## src/rtl/mbd_map.svh

```systemverilog
// Constants for the diagnostic and status command responder
`ifndef MBD_MAP_SVH
`define MBD_MAP_SVH
// Function codes
`define MBD_FC_READ_HOLD   8'h03
`define MBD_FC_DIAG        8'h08
`define MBD_FC_EVT_CNT     8'h0b
`define MBD_FC_EVT_LOG     8'h0c
`define MBD_FC_SLAVE_ID    8'h11
`define MBD_FC_DEV_ID      8'h2b
// Diagnostic subfunctions
`define MBD_SF_ECHO        16'h0000
`define MBD_SF_RESTART     16'h0001
`define MBD_SF_DIAG_REG    16'h0002
`define MBD_SF_LISTEN      16'h0004
`define MBD_SF_CLEAR       16'h000a
`define MBD_SF_CNT_FIRST   16'h000b
`define MBD_SF_CNT_LAST    16'h0012
// Exception codes
`define MBD_EXC_FUNC       8'h01
`define MBD_EXC_ADDR       8'h02
`define MBD_EXC_VALUE      8'h03
`define MBD_EXC_BUSY       8'h06
// Status word values
`define MBD_STAT_BUSY      16'hffff
`define MBD_STAT_IDLE      16'h0000
// Run indicator
`define MBD_RUN_ON         8'hff
`define MBD_RUN_OFF        8'h00
// Gateway own kind and status
`define MBD_GW_KIND        16'h00ff
`define MBD_GW_STATUS      16'h0001
// Kind code limits
`define MBD_KIND_RSVD      5'h06
`define MBD_KIND_DP_FIRST  5'h0b
`define MBD_KIND_LAST      5'h14
// Field unit limits
`define MBD_UNIT_FIRST     6'h01
`define MBD_UNIT_LAST      6'h32
// Holding register layout per unit
`define MBD_REGS_PER_UNIT  16'h000a
`define MBD_REG_KIND       16'h0000
`define MBD_REG_COND       16'h0002
// Condition flag positions
`define MBD_CF_ONLINE      0
`define MBD_CF_SQRT        8
// Event log bytes
`define MBD_LOG_RX         8'h80
`define MBD_LOG_RX_LISTEN  8'h20
`define MBD_LOG_RESTART    8'h00
`define MBD_LOG_LISTEN     8'h04
// Diagnostics register listen-only bit
`define MBD_DIAG_LISTEN    0
// Identification
`define MBD_CONFORMITY     16'h0001
`define MBD_ID_VENDOR      8'h00
`define MBD_ID_PRODUCT     8'h01
`define MBD_ID_REVISION    8'h02
// Identification object values, arbitrary
`define MBD_OBJ_VEND       32'h00000a01
`define MBD_OBJ_PROD       32'h00000b02
`define MBD_OBJ_REV        32'h00000c03
// Float exponent bias
`define MBD_FLT_BIAS       8'h7f
`endif

```

## src/rtl/mbd_pkg.sv

```systemverilog
// Types for the diagnostic and status command responder
package mbd_pkg;
	typedef struct packed {
		logic        valid;
		logic [7:0]  addr;
		logic [7:0]  func;
		logic [15:0] sub;
		logic [15:0] data;
	} mbd_req_t;

	typedef struct packed {
		logic        valid;
		logic        exc;
		logic [7:0]  code;
		logic [7:0]  func;
		logic [15:0] w0;
		logic [15:0] w1;
		logic [31:0] w2;
		logic [7:0]  run;
		logic [55:0] log;
	} mbd_rsp_t;

	typedef struct packed {
		logic        sqrt_on;
		logic        sw2_high;
		logic        sw1_high;
		logic        sys_err;
		logic        overrange;
		logic        sens_err;
		logic        alarm;
		logic        low_batt;
		logic        online;
	} mbd_cond_t;

	typedef struct packed {
		logic [4:0] kind;
		mbd_cond_t  cond;
	} mbd_unit_t;

	typedef struct packed {
		logic bus_msg;
		logic comm_err;
		logic overrun;
		logic nak;
	} mbd_ev_t;
endpackage : mbd_pkg

```

## src/rtl/mbd_slave.sv

```systemverilog
// Modbus slave diagnostic and field unit status responder
// Operation
// - Field unit kind code is presented as a 32-bit float by function 3; function 17 gives it as a word.
// - Kind codes 0 to 10 are basic kinds; 6 is never reported.
// - Kind codes 11 to 20 are differential pressure variants.
// - Condition flags are bit weights carried as a 32-bit float by function 3; function 17 gives them as a word.
// - Several active conditions report the sum of their weights.
// - Diagnostic 0 echoes, 1 restarts, 2 returns register, 4 listens.
// - Subfunction 3, 5 to 9 and 19 upward are unsupported.
// - Subfunction 10 clears the eight diagnostic counters and the diagnostics register, not the event counter.
// - Subfunctions 11 to 18 each return one counter in order.
// - Diagnostic results are identical for every served address.
// - Function 11 returns status word and event counter.
// - Event counter counts good messages, not exceptions or fetches.
// - Event counter wraps to zero after 65535.
// - Function 12 returns status, event count, message count, log.
// - Message count includes messages for any station.
// - Event log keeps the seven most recent events.
// - Function 17 returns kind word, status word and run byte.
// - Run byte is ff when unit online, 00 when offline.
// - Function 17 answer depends on the addressed unit.
// - Function 43 returns basic identification at level 01.
// - Mapped unit answers at base address plus radio identifier.
`timescale 1ns/1ns
`default_nettype none
`include "mbd_map.svh"

module mbd_slave (
	// Clock, reset, enable
	input  wire logic             ref_clk,
	input  wire logic             rst_n,
	input  wire logic             clk_en,
	// Configuration
	input  wire logic [7:0]       base_addr,
	input  wire logic             per_unit_address_mapping,
	input  wire logic             cmd_busy,
	// Field unit updates from the radio side
	input  wire logic             unit_wr,
	input  wire logic [5:0]       radio_unit_identifier,
	input  wire mbd_pkg::mbd_unit_t unit_data,
	// Decoded requests and bus events
	input  wire mbd_pkg::mbd_req_t  req,
	input  wire mbd_pkg::mbd_ev_t   bus_ev,
	// Response and mode
	output var  mbd_pkg::mbd_rsp_t  rsp,
	output var  logic             listen_only
);

	// Integer to single precision float
	function automatic logic [31:0] to_float(input logic [8:0] v);
		logic [7:0]  e;
		logic [22:0] m;
		int          p;
		p = 0;
		for (int i = 0; i < 9; i++) begin
			if (v[i]) begin
				p = i;
			end
		end
		e = `MBD_FLT_BIAS + 8'(p);
		m = 23'({14'h0000, v} << (23 - p));
		to_float = (v == 9'h000) ? 32'h00000000 : {1'b0, e, m};
	endfunction : to_float

	// Condition weights: field order gives 1,2,4,...,256
	function automatic logic [8:0] cond_word(input mbd_pkg::mbd_unit_t u);
		logic [8:0] w;
		w = u.cond;
		w[`MBD_CF_SQRT] = u.cond.sqrt_on
			&& (u.kind >= `MBD_KIND_DP_FIRST);
		cond_word = w;
	endfunction : cond_word

	// Field unit table
	mbd_pkg::mbd_unit_t unit_mem [0:63];

	always_ff @(posedge ref_clk or negedge rst_n) begin
		if (!rst_n) begin
			for (int i = 0; i < 64; i++) begin
				unit_mem[i] <= '0;
			end
		end else if (clk_en && unit_wr
			&& radio_unit_identifier >= `MBD_UNIT_FIRST
			&& radio_unit_identifier <= `MBD_UNIT_LAST
			&& unit_data.kind != `MBD_KIND_RSVD
			&& unit_data.kind <= `MBD_KIND_LAST) begin
			unit_mem[radio_unit_identifier] <= unit_data;
		end
	end

	// State
	logic [15:0]       cnt_reg [0:7];
	logic [15:0]       cnt_next [0:7];
	logic [15:0]       evt_reg;
	logic [15:0]       evt_next;
	logic [15:0]       diag_reg;
	logic [15:0]       diag_next;
	logic              listen_reg;
	logic              listen_next;
	logic [55:0]       log_reg;
	logic [55:0]       log_next;
	mbd_pkg::mbd_rsp_t rsp_reg;
	mbd_pkg::mbd_rsp_t rsp_next;

	// Address decode
	logic [7:0]        ofs;
	logic              hit_gw;
	logic              hit_unit;
	logic [5:0]        dev_id;
	logic [15:0]       reg_ofs;
	logic [5:0]        reg_id;
	mbd_pkg::mbd_unit_t dev_u;
	mbd_pkg::mbd_unit_t reg_u;
	logic [15:0]       stat_word;

	always_comb begin
		ofs = req.addr - base_addr;
		hit_gw = (req.addr == base_addr);
		hit_unit = per_unit_address_mapping
			&& ofs >= 8'(`MBD_UNIT_FIRST)
			&& ofs <= 8'(`MBD_UNIT_LAST);
		dev_id = hit_unit ? ofs[5:0] : 6'h00;
		dev_u = unit_mem[dev_id];
		reg_id = 6'(req.sub / `MBD_REGS_PER_UNIT);
		reg_ofs = req.sub - 16'(reg_id) * `MBD_REGS_PER_UNIT;
		reg_u = unit_mem[reg_id];
		stat_word = cmd_busy ? `MBD_STAT_BUSY : `MBD_STAT_IDLE;
	end

	always_comb begin
		mbd_pkg::mbd_unit_t u;
		logic [15:0] rofs;
		logic        good;
		logic        fetch;
		logic        clr;
		logic        clr_evt;
		u = '0;
		rofs = '0;
		good = 1'b0;
		fetch = 1'b0;
		clr = 1'b0;
		clr_evt = 1'b0;
		for (int i = 0; i < 8; i++) begin
			cnt_next[i] = cnt_reg[i];
		end
		evt_next = evt_reg;
		diag_next = diag_reg;
		listen_next = listen_reg;
		log_next = log_reg;
		rsp_next = rsp_reg;
		rsp_next.valid = 1'b0;
		// Bus wide counts
		if (bus_ev.bus_msg) begin
			cnt_next[0] = cnt_reg[0] + 16'h0001;
		end
		if (bus_ev.comm_err) begin
			cnt_next[1] = cnt_reg[1] + 16'h0001;
		end
		if (bus_ev.nak) begin
			cnt_next[5] = cnt_reg[5] + 16'h0001;
		end
		if (bus_ev.overrun) begin
			cnt_next[7] = cnt_reg[7] + 16'h0001;
		end
		if (req.valid && (hit_gw || hit_unit)) begin
			cnt_next[3] = cnt_reg[3] + 16'h0001;
			log_next = {log_reg[47:0], `MBD_LOG_RX
				| (listen_reg ? `MBD_LOG_RX_LISTEN : 8'h00)};
			rsp_next = '0;
			rsp_next.func = req.func;
			rsp_next.log = log_reg;
			if (listen_reg) begin
				cnt_next[4] = cnt_reg[4] + 16'h0001;
				if (req.func == `MBD_FC_DIAG
					&& req.sub == `MBD_SF_RESTART) begin
					listen_next = 1'b0;
					diag_next[`MBD_DIAG_LISTEN] = 1'b0;
					log_next = {log_reg[47:0], `MBD_LOG_RESTART};
				end
			end else if (cmd_busy && req.func != `MBD_FC_EVT_CNT
				&& req.func != `MBD_FC_EVT_LOG) begin
				cnt_next[6] = cnt_reg[6] + 16'h0001;
				cnt_next[2] = cnt_reg[2] + 16'h0001;
				rsp_next.valid = 1'b1;
				rsp_next.exc = 1'b1;
				rsp_next.code = `MBD_EXC_BUSY;
			end else begin
				rsp_next.valid = 1'b1;
				good = 1'b1;
				unique case (req.func)
					`MBD_FC_READ_HOLD: begin
						u = hit_unit ? dev_u : reg_u;
						rofs = hit_unit ? req.sub : reg_ofs;
						if (hit_gw && !per_unit_address_mapping
							&& reg_id == 6'h00) begin
							rsp_next.w0 = `MBD_GW_KIND;
							rsp_next.w1 = `MBD_GW_STATUS;
						end else if (rofs == `MBD_REG_KIND) begin
							rsp_next.w2 = to_float({4'h0, u.kind});
						end else if (rofs == `MBD_REG_COND) begin
							rsp_next.w2 = to_float(cond_word(u));
						end else begin
							good = 1'b0;
							rsp_next.exc = 1'b1;
							rsp_next.code = `MBD_EXC_ADDR;
						end
					end
					`MBD_FC_DIAG: begin
						rsp_next.w0 = req.sub;
						unique case (req.sub)
							`MBD_SF_ECHO: begin
								rsp_next.w1 = req.data;
							end
							`MBD_SF_RESTART: begin
								rsp_next.w1 = req.data;
								clr = 1'b1;
								clr_evt = 1'b1;
								log_next = {log_reg[47:0], `MBD_LOG_RESTART};
							end
							`MBD_SF_DIAG_REG: begin
								rsp_next.w1 = diag_reg;
							end
							`MBD_SF_LISTEN: begin
								rsp_next.valid = 1'b0;
								listen_next = 1'b1;
								diag_next[`MBD_DIAG_LISTEN] = 1'b1;
								log_next = {log_reg[47:0], `MBD_LOG_LISTEN};
							end
							`MBD_SF_CLEAR: begin
								clr = 1'b1;
								diag_next = 16'h0000;
								rsp_next.w1 = req.data;
							end
							default: begin
								if (req.sub >= `MBD_SF_CNT_FIRST
									&& req.sub <= `MBD_SF_CNT_LAST) begin
									rsp_next.w1 = cnt_reg[3'(req.sub
										- `MBD_SF_CNT_FIRST)];
								end else begin
									good = 1'b0;
									rsp_next.exc = 1'b1;
									rsp_next.code = `MBD_EXC_VALUE;
								end
							end
						endcase
					end
					`MBD_FC_EVT_CNT: begin
						fetch = 1'b1;
						rsp_next.w0 = stat_word;
						rsp_next.w1 = evt_reg;
					end
					`MBD_FC_EVT_LOG: begin
						fetch = 1'b1;
						rsp_next.w0 = stat_word;
						rsp_next.w1 = evt_reg;
						rsp_next.w2 = {16'h0000, cnt_reg[0]};
					end
					`MBD_FC_SLAVE_ID: begin
						if (hit_unit) begin
							rsp_next.w0 = {11'h000, dev_u.kind};
							rsp_next.w1 = {7'h00, cond_word(dev_u)};
							rsp_next.run = dev_u.cond.online
								? `MBD_RUN_ON : `MBD_RUN_OFF;
						end else begin
							rsp_next.w0 = `MBD_GW_KIND;
							rsp_next.w1 = `MBD_GW_STATUS;
							rsp_next.run = `MBD_RUN_ON;
						end
					end
					`MBD_FC_DEV_ID: begin
						rsp_next.w0 = `MBD_CONFORMITY;
						rsp_next.w1 = req.sub;
						unique case (req.sub[7:0])
							`MBD_ID_VENDOR:   rsp_next.w2 = `MBD_OBJ_VEND;
							`MBD_ID_PRODUCT:  rsp_next.w2 = `MBD_OBJ_PROD;
							`MBD_ID_REVISION: rsp_next.w2 = `MBD_OBJ_REV;
							default: begin
								good = 1'b0;
								rsp_next.exc = 1'b1;
								rsp_next.code = `MBD_EXC_ADDR;
							end
						endcase
					end
					default: begin
						good = 1'b0;
						rsp_next.exc = 1'b1;
						rsp_next.code = `MBD_EXC_FUNC;
					end
				endcase
				if (rsp_next.exc) begin
					cnt_next[2] = cnt_reg[2] + 16'h0001;
				end
				if (good && !fetch) begin
					evt_next = evt_reg + 16'h0001;
				end
			end
		end
		for (int i = 0; i < 8; i++) begin
			cnt_next[i] = clr ? cnt_next[i] - cnt_reg[i] : cnt_next[i];
		end
		evt_next = clr_evt ? evt_next - evt_reg : evt_next;
	end

	always_ff @(posedge ref_clk or negedge rst_n) begin
		if (!rst_n) begin
			for (int i = 0; i < 8; i++) begin
				cnt_reg[i] <= 16'h0000;
			end
			evt_reg <= 16'h0000;
			diag_reg <= 16'h0000;
			listen_reg <= 1'b0;
			log_reg <= '0;
			rsp_reg <= '0;
		end else if (clk_en) begin
			for (int i = 0; i < 8; i++) begin
				cnt_reg[i] <= cnt_next[i];
			end
			evt_reg <= evt_next;
			diag_reg <= diag_next;
			listen_reg <= listen_next;
			log_reg <= log_next;
			rsp_reg <= rsp_next;
		end
	end

	assign rsp = rsp_reg;
	assign listen_only = listen_reg;

endmodule : mbd_slave
`default_nettype wire

```

## config.mk

```make
export PLATFORM = sky130hd
export DESIGN_NAME = mbd_slave
export DESIGN_NICKNAME = d
export VERILOG_FILES = /design/src/rtl/mbd_pkg.sv /design/src/rtl/mbd_slave.sv
export VERILOG_INCLUDE_DIRS = /design/src /design/src/rtl
export SDC_FILE = /design/constraint.sdc
export NUM_CORES = 2
export LEC_CHECK = 0
export BUFFER_PORTS_ARGS = -buffer_cell sky130_fd_sc_hd__buf_2
export CAP_MARGIN = 25
export CORE_ASPECT_RATIO = 1.5
export CORE_MARGIN = 2
export CORE_UTILIZATION = 56
export CTS_CLUSTER_DIAMETER = 60
export DETAILED_ROUTE_END_ITERATION = 8
export HOLD_SLACK_MARGIN = 0.12
export PLACE_DENSITY_LB_ADDON = 0.05
export SYNTH_ARGS = -nofsm -noshare
export SYNTH_HDL_FRONTEND = slang
export SYNTH_SLANG_ARGS = --single-unit
```

## constraint.sdc

```tcl
create_clock -name ref_clk -period 6.3 [get_ports ref_clk]
set_input_delay 0.945 -clock ref_clk [delete_from_list [all_inputs] [get_ports ref_clk]]
set_output_delay 0.945 -clock ref_clk [all_outputs]
set_load 0.02 [all_outputs]
```

[After elaboration in Yosys (flattened, before gate mapping)]
Cells that the tools add are included.
Storage, ports and cells
  bits of input ports: 87
  flip-flop bits (word level): 1244
  word-level logic and storage cells: 902
  output and inout port bits: 147
Operators by class
  divide/modulo/power cells: 1
  $add $sub $neg: 25
  multiply operators: 1
  bitwise gates (word level): 4
  reduce and logical (&&, ||, !) cells: 37
  $lt $le $gt $ge: 14
  mux-type cells: 138
  shift-type cells: 2
  equal/unequal tests: 19
Operators by type and width (number)
  bitwise mux 896 bit: 1
  2-to-1 mux 32 bit: 23
  2-to-1 mux 16 bit: 29
  binary-select mux 14 bit (select 6 bit): 2
  case mux 32 bit (5 select lines): 1
  2-to-1 mux 31 bit: 5
  2-to-1 mux 146 bit: 1
  adder 16 x 1 -> 16 bit (second input constant): 9
  2-to-1 mux 72 bit: 2
  subtractor 16 bit: 9
  case mux 32 bit (3 select lines): 1
  demux 14 bit (select 6 bit): 1
  2-to-1 mux 14 bit: 6
  2-to-1 mux 9 bit: 9
  subtractor 6 x 32 -> 32 bit (first input constant): 2
  2-to-1 mux 8 bit: 7
  binary-select mux 16 bit (select 3 bit): 1
  2-to-1 mux 24 bit: 2
  2-to-1 mux 48 bit: 1
  case mux 16 bit (3 select lines): 1
  2-to-1 mux 1 bit: 36
  case mux 12 bit (3 select lines): 1
  case mux 9 bit (4 select lines): 1
  equality test 16 x 2 -> 1 bit (second input constant): 2
  other kinds (54): 88

[Depth between registers and ports, before layout]
  depth after elaboration: 35
  gate-level depth with buffers: 80
  gate-level depth less buffers: 65

[Worst setup path before layout]
No wires, ideal clock.
  path type: input port to flip-flop
  start point: input req[29] in the netlist's numbering
  end point: register evt_reg[15]
  data required time: 6223 ps
  arrival time: 14299 ps
  stages on the path: 76
  setup slack: -8076 ps
  path through: buf_4 nand2b_1 a221o_1 o22a_1 buf_4 xnor2_2 and2_1 or4_1 nand2_1 a21oi_4 o31ai_1 o211a_1 inv_1 clkbuf_1 o211ai_1 a31oi_1 o31ai_2 inv_2 [... 40 more ...] a21o_1 a21o_1 a21o_1 a21o_1 a21o_1 a21o_1 a21o_1 a21oi_1 nor2_1 nor2_1 nor2b_1 o21a_1 o21ai_0 nand2b_1 a21oi_1 xor2_1 o21ai_0 a21oi_1
Between the ends
  longest elaborated chain between the ends: 19
  elaborated cells between the ends (all ways): 38
  classes of those cells: add/sub (2); mul (1); div (1); order compare (2); eq/ne (5); mux (20); reduce/logical (7)
Ends and longest elaborated chain
  start, declared: line mbd_slave.sv:42  | input wire mbd_pkg::mbd_req_t req,
  divider 16 x 4 -> 16 bit (no source line)
  multiplier 6 x 3 -> 9 bit (no source line)
  subtractor 16 x 10 -> 16 bit (no source line)
  2-to-1 mux 16 bit: line mbd_slave.sv:193  | rofs = hit_unit ? req.sub : reg_ofs;
  equality test 16 x 2 -> 1 bit (no source line)
  2-to-1 mux 1 bit: line mbd_slave.sv:200  | end else if (rofs == `MBD_REG_COND) begin
  2-to-1 mux 1 bit: line mbd_slave.sv:198  | end else if (rofs == `MBD_REG_KIND) begin
  2-to-1 mux 1 bit: line mbd_slave.sv:194  | if (hit_gw && !per_unit_address_mapping
  [... 3 more ...]
  2-to-1 mux 1 bit: line mbd_slave.sv:165  | if (req.valid && (hit_gw || hit_unit)) begin
  logical AND 1 bit: line mbd_slave.sv:293  | if (good && !fetch) begin
  2-to-1 mux 16 bit: line mbd_slave.sv:293
  2-to-1 mux 16 bit: line mbd_slave.sv:180  | end else if (cmd_busy && req.func != `MBD_FC_EVT_CNT
  2-to-1 mux 16 bit: line mbd_slave.sv:172  | if (listen_reg) begin
  2-to-1 mux 16 bit: line mbd_slave.sv:165
  subtractor 16 bit: line mbd_slave.sv:301  | evt_next = clr_evt ? evt_next - evt_reg : evt_next;
  2-to-1 mux 16 bit (*): line mbd_slave.sv:301
  end signal, assigned: line mbd_slave.sv:318  | evt_reg <= evt_next;
  end, declared: line mbd_slave.sv:94  | logic [15:0] evt_reg;
Every way passes the cells marked *; elsewhere a longest branch is shown, timed or not. The select of a mux whose other input is x is not followed.
A chain may end at the register's enable or synchronous reset.

[Worst setup path after layout]
  start point: input req[31] in the netlist's numbering
  end point: register evt_reg[13]
Same word-level chain as after synthesis.

==> impl_metrics.csv <==
group,metric,value,unit
detailed_routing,drc,0,
logic_synthesis,synth_cell_types,116,
global_route,antenna_found_initial,18,
detailed_routing,route.antenna.remaining_nets,0,
clock_network,cts_tree,"built",
die,row_count,161,
sta,fmax,0.0869,GHz
detailed_routing,num_vias,65000,
sta,finalSetupViolCount,59,
global_route,grt_pass1_vias,64200,
sta,slew_headroom,16.7,%
setup_path,critical_path_class,"in2reg",
cells_and_area,largest_reg_flops,896,
cells_and_area,finish.utilization,68.5,%
place,place.gp.congestion,1.01,
setup_path,crit_arrival,12.18,ns
cells_and_area,final_cell_mix,"dfrtp_1 (1142), buf_4 (967), nand2_1 (946)",
sta,hold-worst-slack,0.174,ns
hold_path,hp-class,"in2async",
logic_synthesis,synth.avg_cell_area,9.81,µm²
die,start_util,56.4,%
die,core_area,129000,µm²
detailed_routing,wl_per_cell,28.8,µm
logic_synthesis,syn_inst,7393,
logic_synthesis,yosys_warnings,0,
outcome,violations,"setup timing",
power,power_per_cell_area,322,nW/µm²
setup_path,start_kind,"input port",
outcome,status,"finished with violations",
place,post-dp-hpwl,194,mm
sta,timing.final.ws_setup,-5.20,ns
cells_and_area,drive_gt1_share,34.6,%
global_route,globalRouteTotalUtil,41.9,%
clock_network,hold_buffers,0,
setup_path,crit_top_cell,"a21o_1",
detailed_routing,vias_per_cell,6.60,
setup_path,crit_fanout,17,
setup_path,crit_path_top_delay_cell,"or4_4",
clock_network,numCtsBuffers,118,
logic_synthesis,ys_ff_latch,1142,
place,io_buffers,192,
logic_synthesis,synth-main-ff-cell,"dfrtp_1",
logic_synthesis,ys_async_sr_fraction,100,%
detailed_routing,dr.first_iter.drc_count,6474,
die,die-width,298,µm
setup_path,cpPeakStageDelay,0.58,ns
die,die_area,132000,µm²
cells_and_area,layout_commonest_cell,"dfrtp_1",
power,peakVddDrop,298,µV
detailed_routing,wirelength,283,mm
sta,drv_slew,0,
logic_synthesis,synth-edff-count,0,
die,io_pins,234,
sta,rsz0062_at_grt,"yes",
global_route,grt_overflow,0,
clock_network,root_buffer,"clkbuf_16",
sta,period_share,183,%
die,die_height,445,µm
clock_network,cts_sinks,1142,
global_route,grt_max_degree,221,
setup_path,crit_required,6.97,ns
setup_path,crit_buf_inv,13,
sta,worstMarginPinSlew,1.24,ns
clock_network,clkTransAtPathRegs,0.06,ns
cells_and_area,syn_to_final_growth,21.4,%
sta,finClkSkew,0.0589,ns
power,p_leak,40.3,nW
sta,min_period,11.50,ns
cells_and_area,fill_cells,10200,
setup_path,r2r_cells,20,
clock_network,h-tree-depth,3,
cells_and_area,layout.nets,8293,
sta,finalHoldViolations,0,
logic_synthesis,synthesis.area,72500,µm²
power,power.total,28.4,mW
setup_path,cp-end-kind,"register",
setup_path,crit_family,"compound AO/OA/AOI/OAI gates",
run,timing.max_cap.violations,0,
logic_synthesis,yosysSeqAreaShare,39.4,%
clock_network,cts_buffer_depth,3,
global_route,grt_pass1_wl,415,mm
setup_path,crit_cells,67,
clock_network,clock_latency,0.81,ns
detailed_routing,dr.pass1.iters,9,
synthesized netlist by cell type (all sizes together), types with 90 or more instances:
cell type	number	share of area (%)
o21ai	347	2.4
clkbuf	607	3.1
dfrtp	1142	39
nor3	127	0.89
o211ai	90	0.93
nor2	239	1.2
mux2i	204	2.8
mux2	770	12
xnor2	222	2.7
ha	176	3.0
nand2	974	5.0
inv	225	1.2
buf	213	1.9
mux4	177	5.5
nand3	380	2.6
a221oi	113	1.4
a21o	107	1.1
a21oi	348	2.4
what timing repair did:
item                                    CTS  global route
setup buffers                            65            67
endpoints found under the hold margin     0             0
gates resized for setup                 215           226
endpoints found under the setup margin   68            75
pin swaps                               123           167
gates cloned                              9             5
report_power, final:
group | switching [mW] | total [mW] | internal, mW
logic | 6.76 | 12.4 | 5.63
clock network | 3.29 | 7.68 | 4.39
registers | 0.523 | 8.28 | 7.76
through the flow:
step | cell area [µm²] | TNS, ns | setup slack (ns) | instances
2_1_floorplan | 73100 | -253.48 | -6.62 | 7433
3_3_place_gp | 80500 | -285.02 | -6.37 | 9467
3_5_place_dp | 80500 | -288.07 | -6.36 | 9469
4_1_cts | 86400 | -177.13 | -5.15 | 9765
5_1_grt | 88000 | -207.39 | -5.78 | 9839
6_report | 88000 | -182.48 | -5.20 | 9846
routing by layer:
layer / global-route usage [%] / wire length (µm) / vias up / part of all wire, %
li1: - / - / 28000 / -
met1: 47.1 / 97200 / 32300 / 34
met2: 67.4 / 131000 / 3520 / 46
met3: 10.2 / 25500 / 1215 / 9.0
met4: 35.6 / 29300 / 12 / 10
met5: 0 / 77 / - / 0.027
final cells by class:
type                    count  area [µm²]  area share [%]
clock buffers             170        3440            3.91
inverters                 226         875           0.994
clock inverters            55         771           0.876
repair buffers           1285       10600            12.1
multi-input cells        5245       41600            47.2
flip-flops and latches   1142       28600            32.5
diodes                     12        30.0          0.0341
well taps                1711        2140            2.43
cell families after synthesis:
kind of cell | after synthesis | synth area share, %
multiplexers | 1151 | 20.3
AO/OA/AOI/OAI | 1577 | 14.8
AND/OR/NAND/NOR | 2026 | 12.7
flip-flops | 1142 | 39.4
other | 1 | 0.00517
adder cells (fa/ha/maj) | 188 | 3.37
buffers and inverters | 1046 | 6.23
XOR/XNOR | 262 | 3.19
worst paths after layout:
kind | slack (ns) | start | to
worst min-delay path | 0.17 | rst_n | unit_mem[54]
worst min register to register | 0.37 | unit_mem[59] | unit_mem[59]
worst max register to register | 1.01 | unit_mem[170] | rsp[90]
min in group ref_clk | 0.37 | unit_mem[59] | unit_mem[59]
worst max-delay path | -5.20 | req[31] | evt_reg[13]
max in group asynchronous | 4.70 | rst_n | unit_mem[538]
No activity file was read; power rests on OpenSTA's default activity.
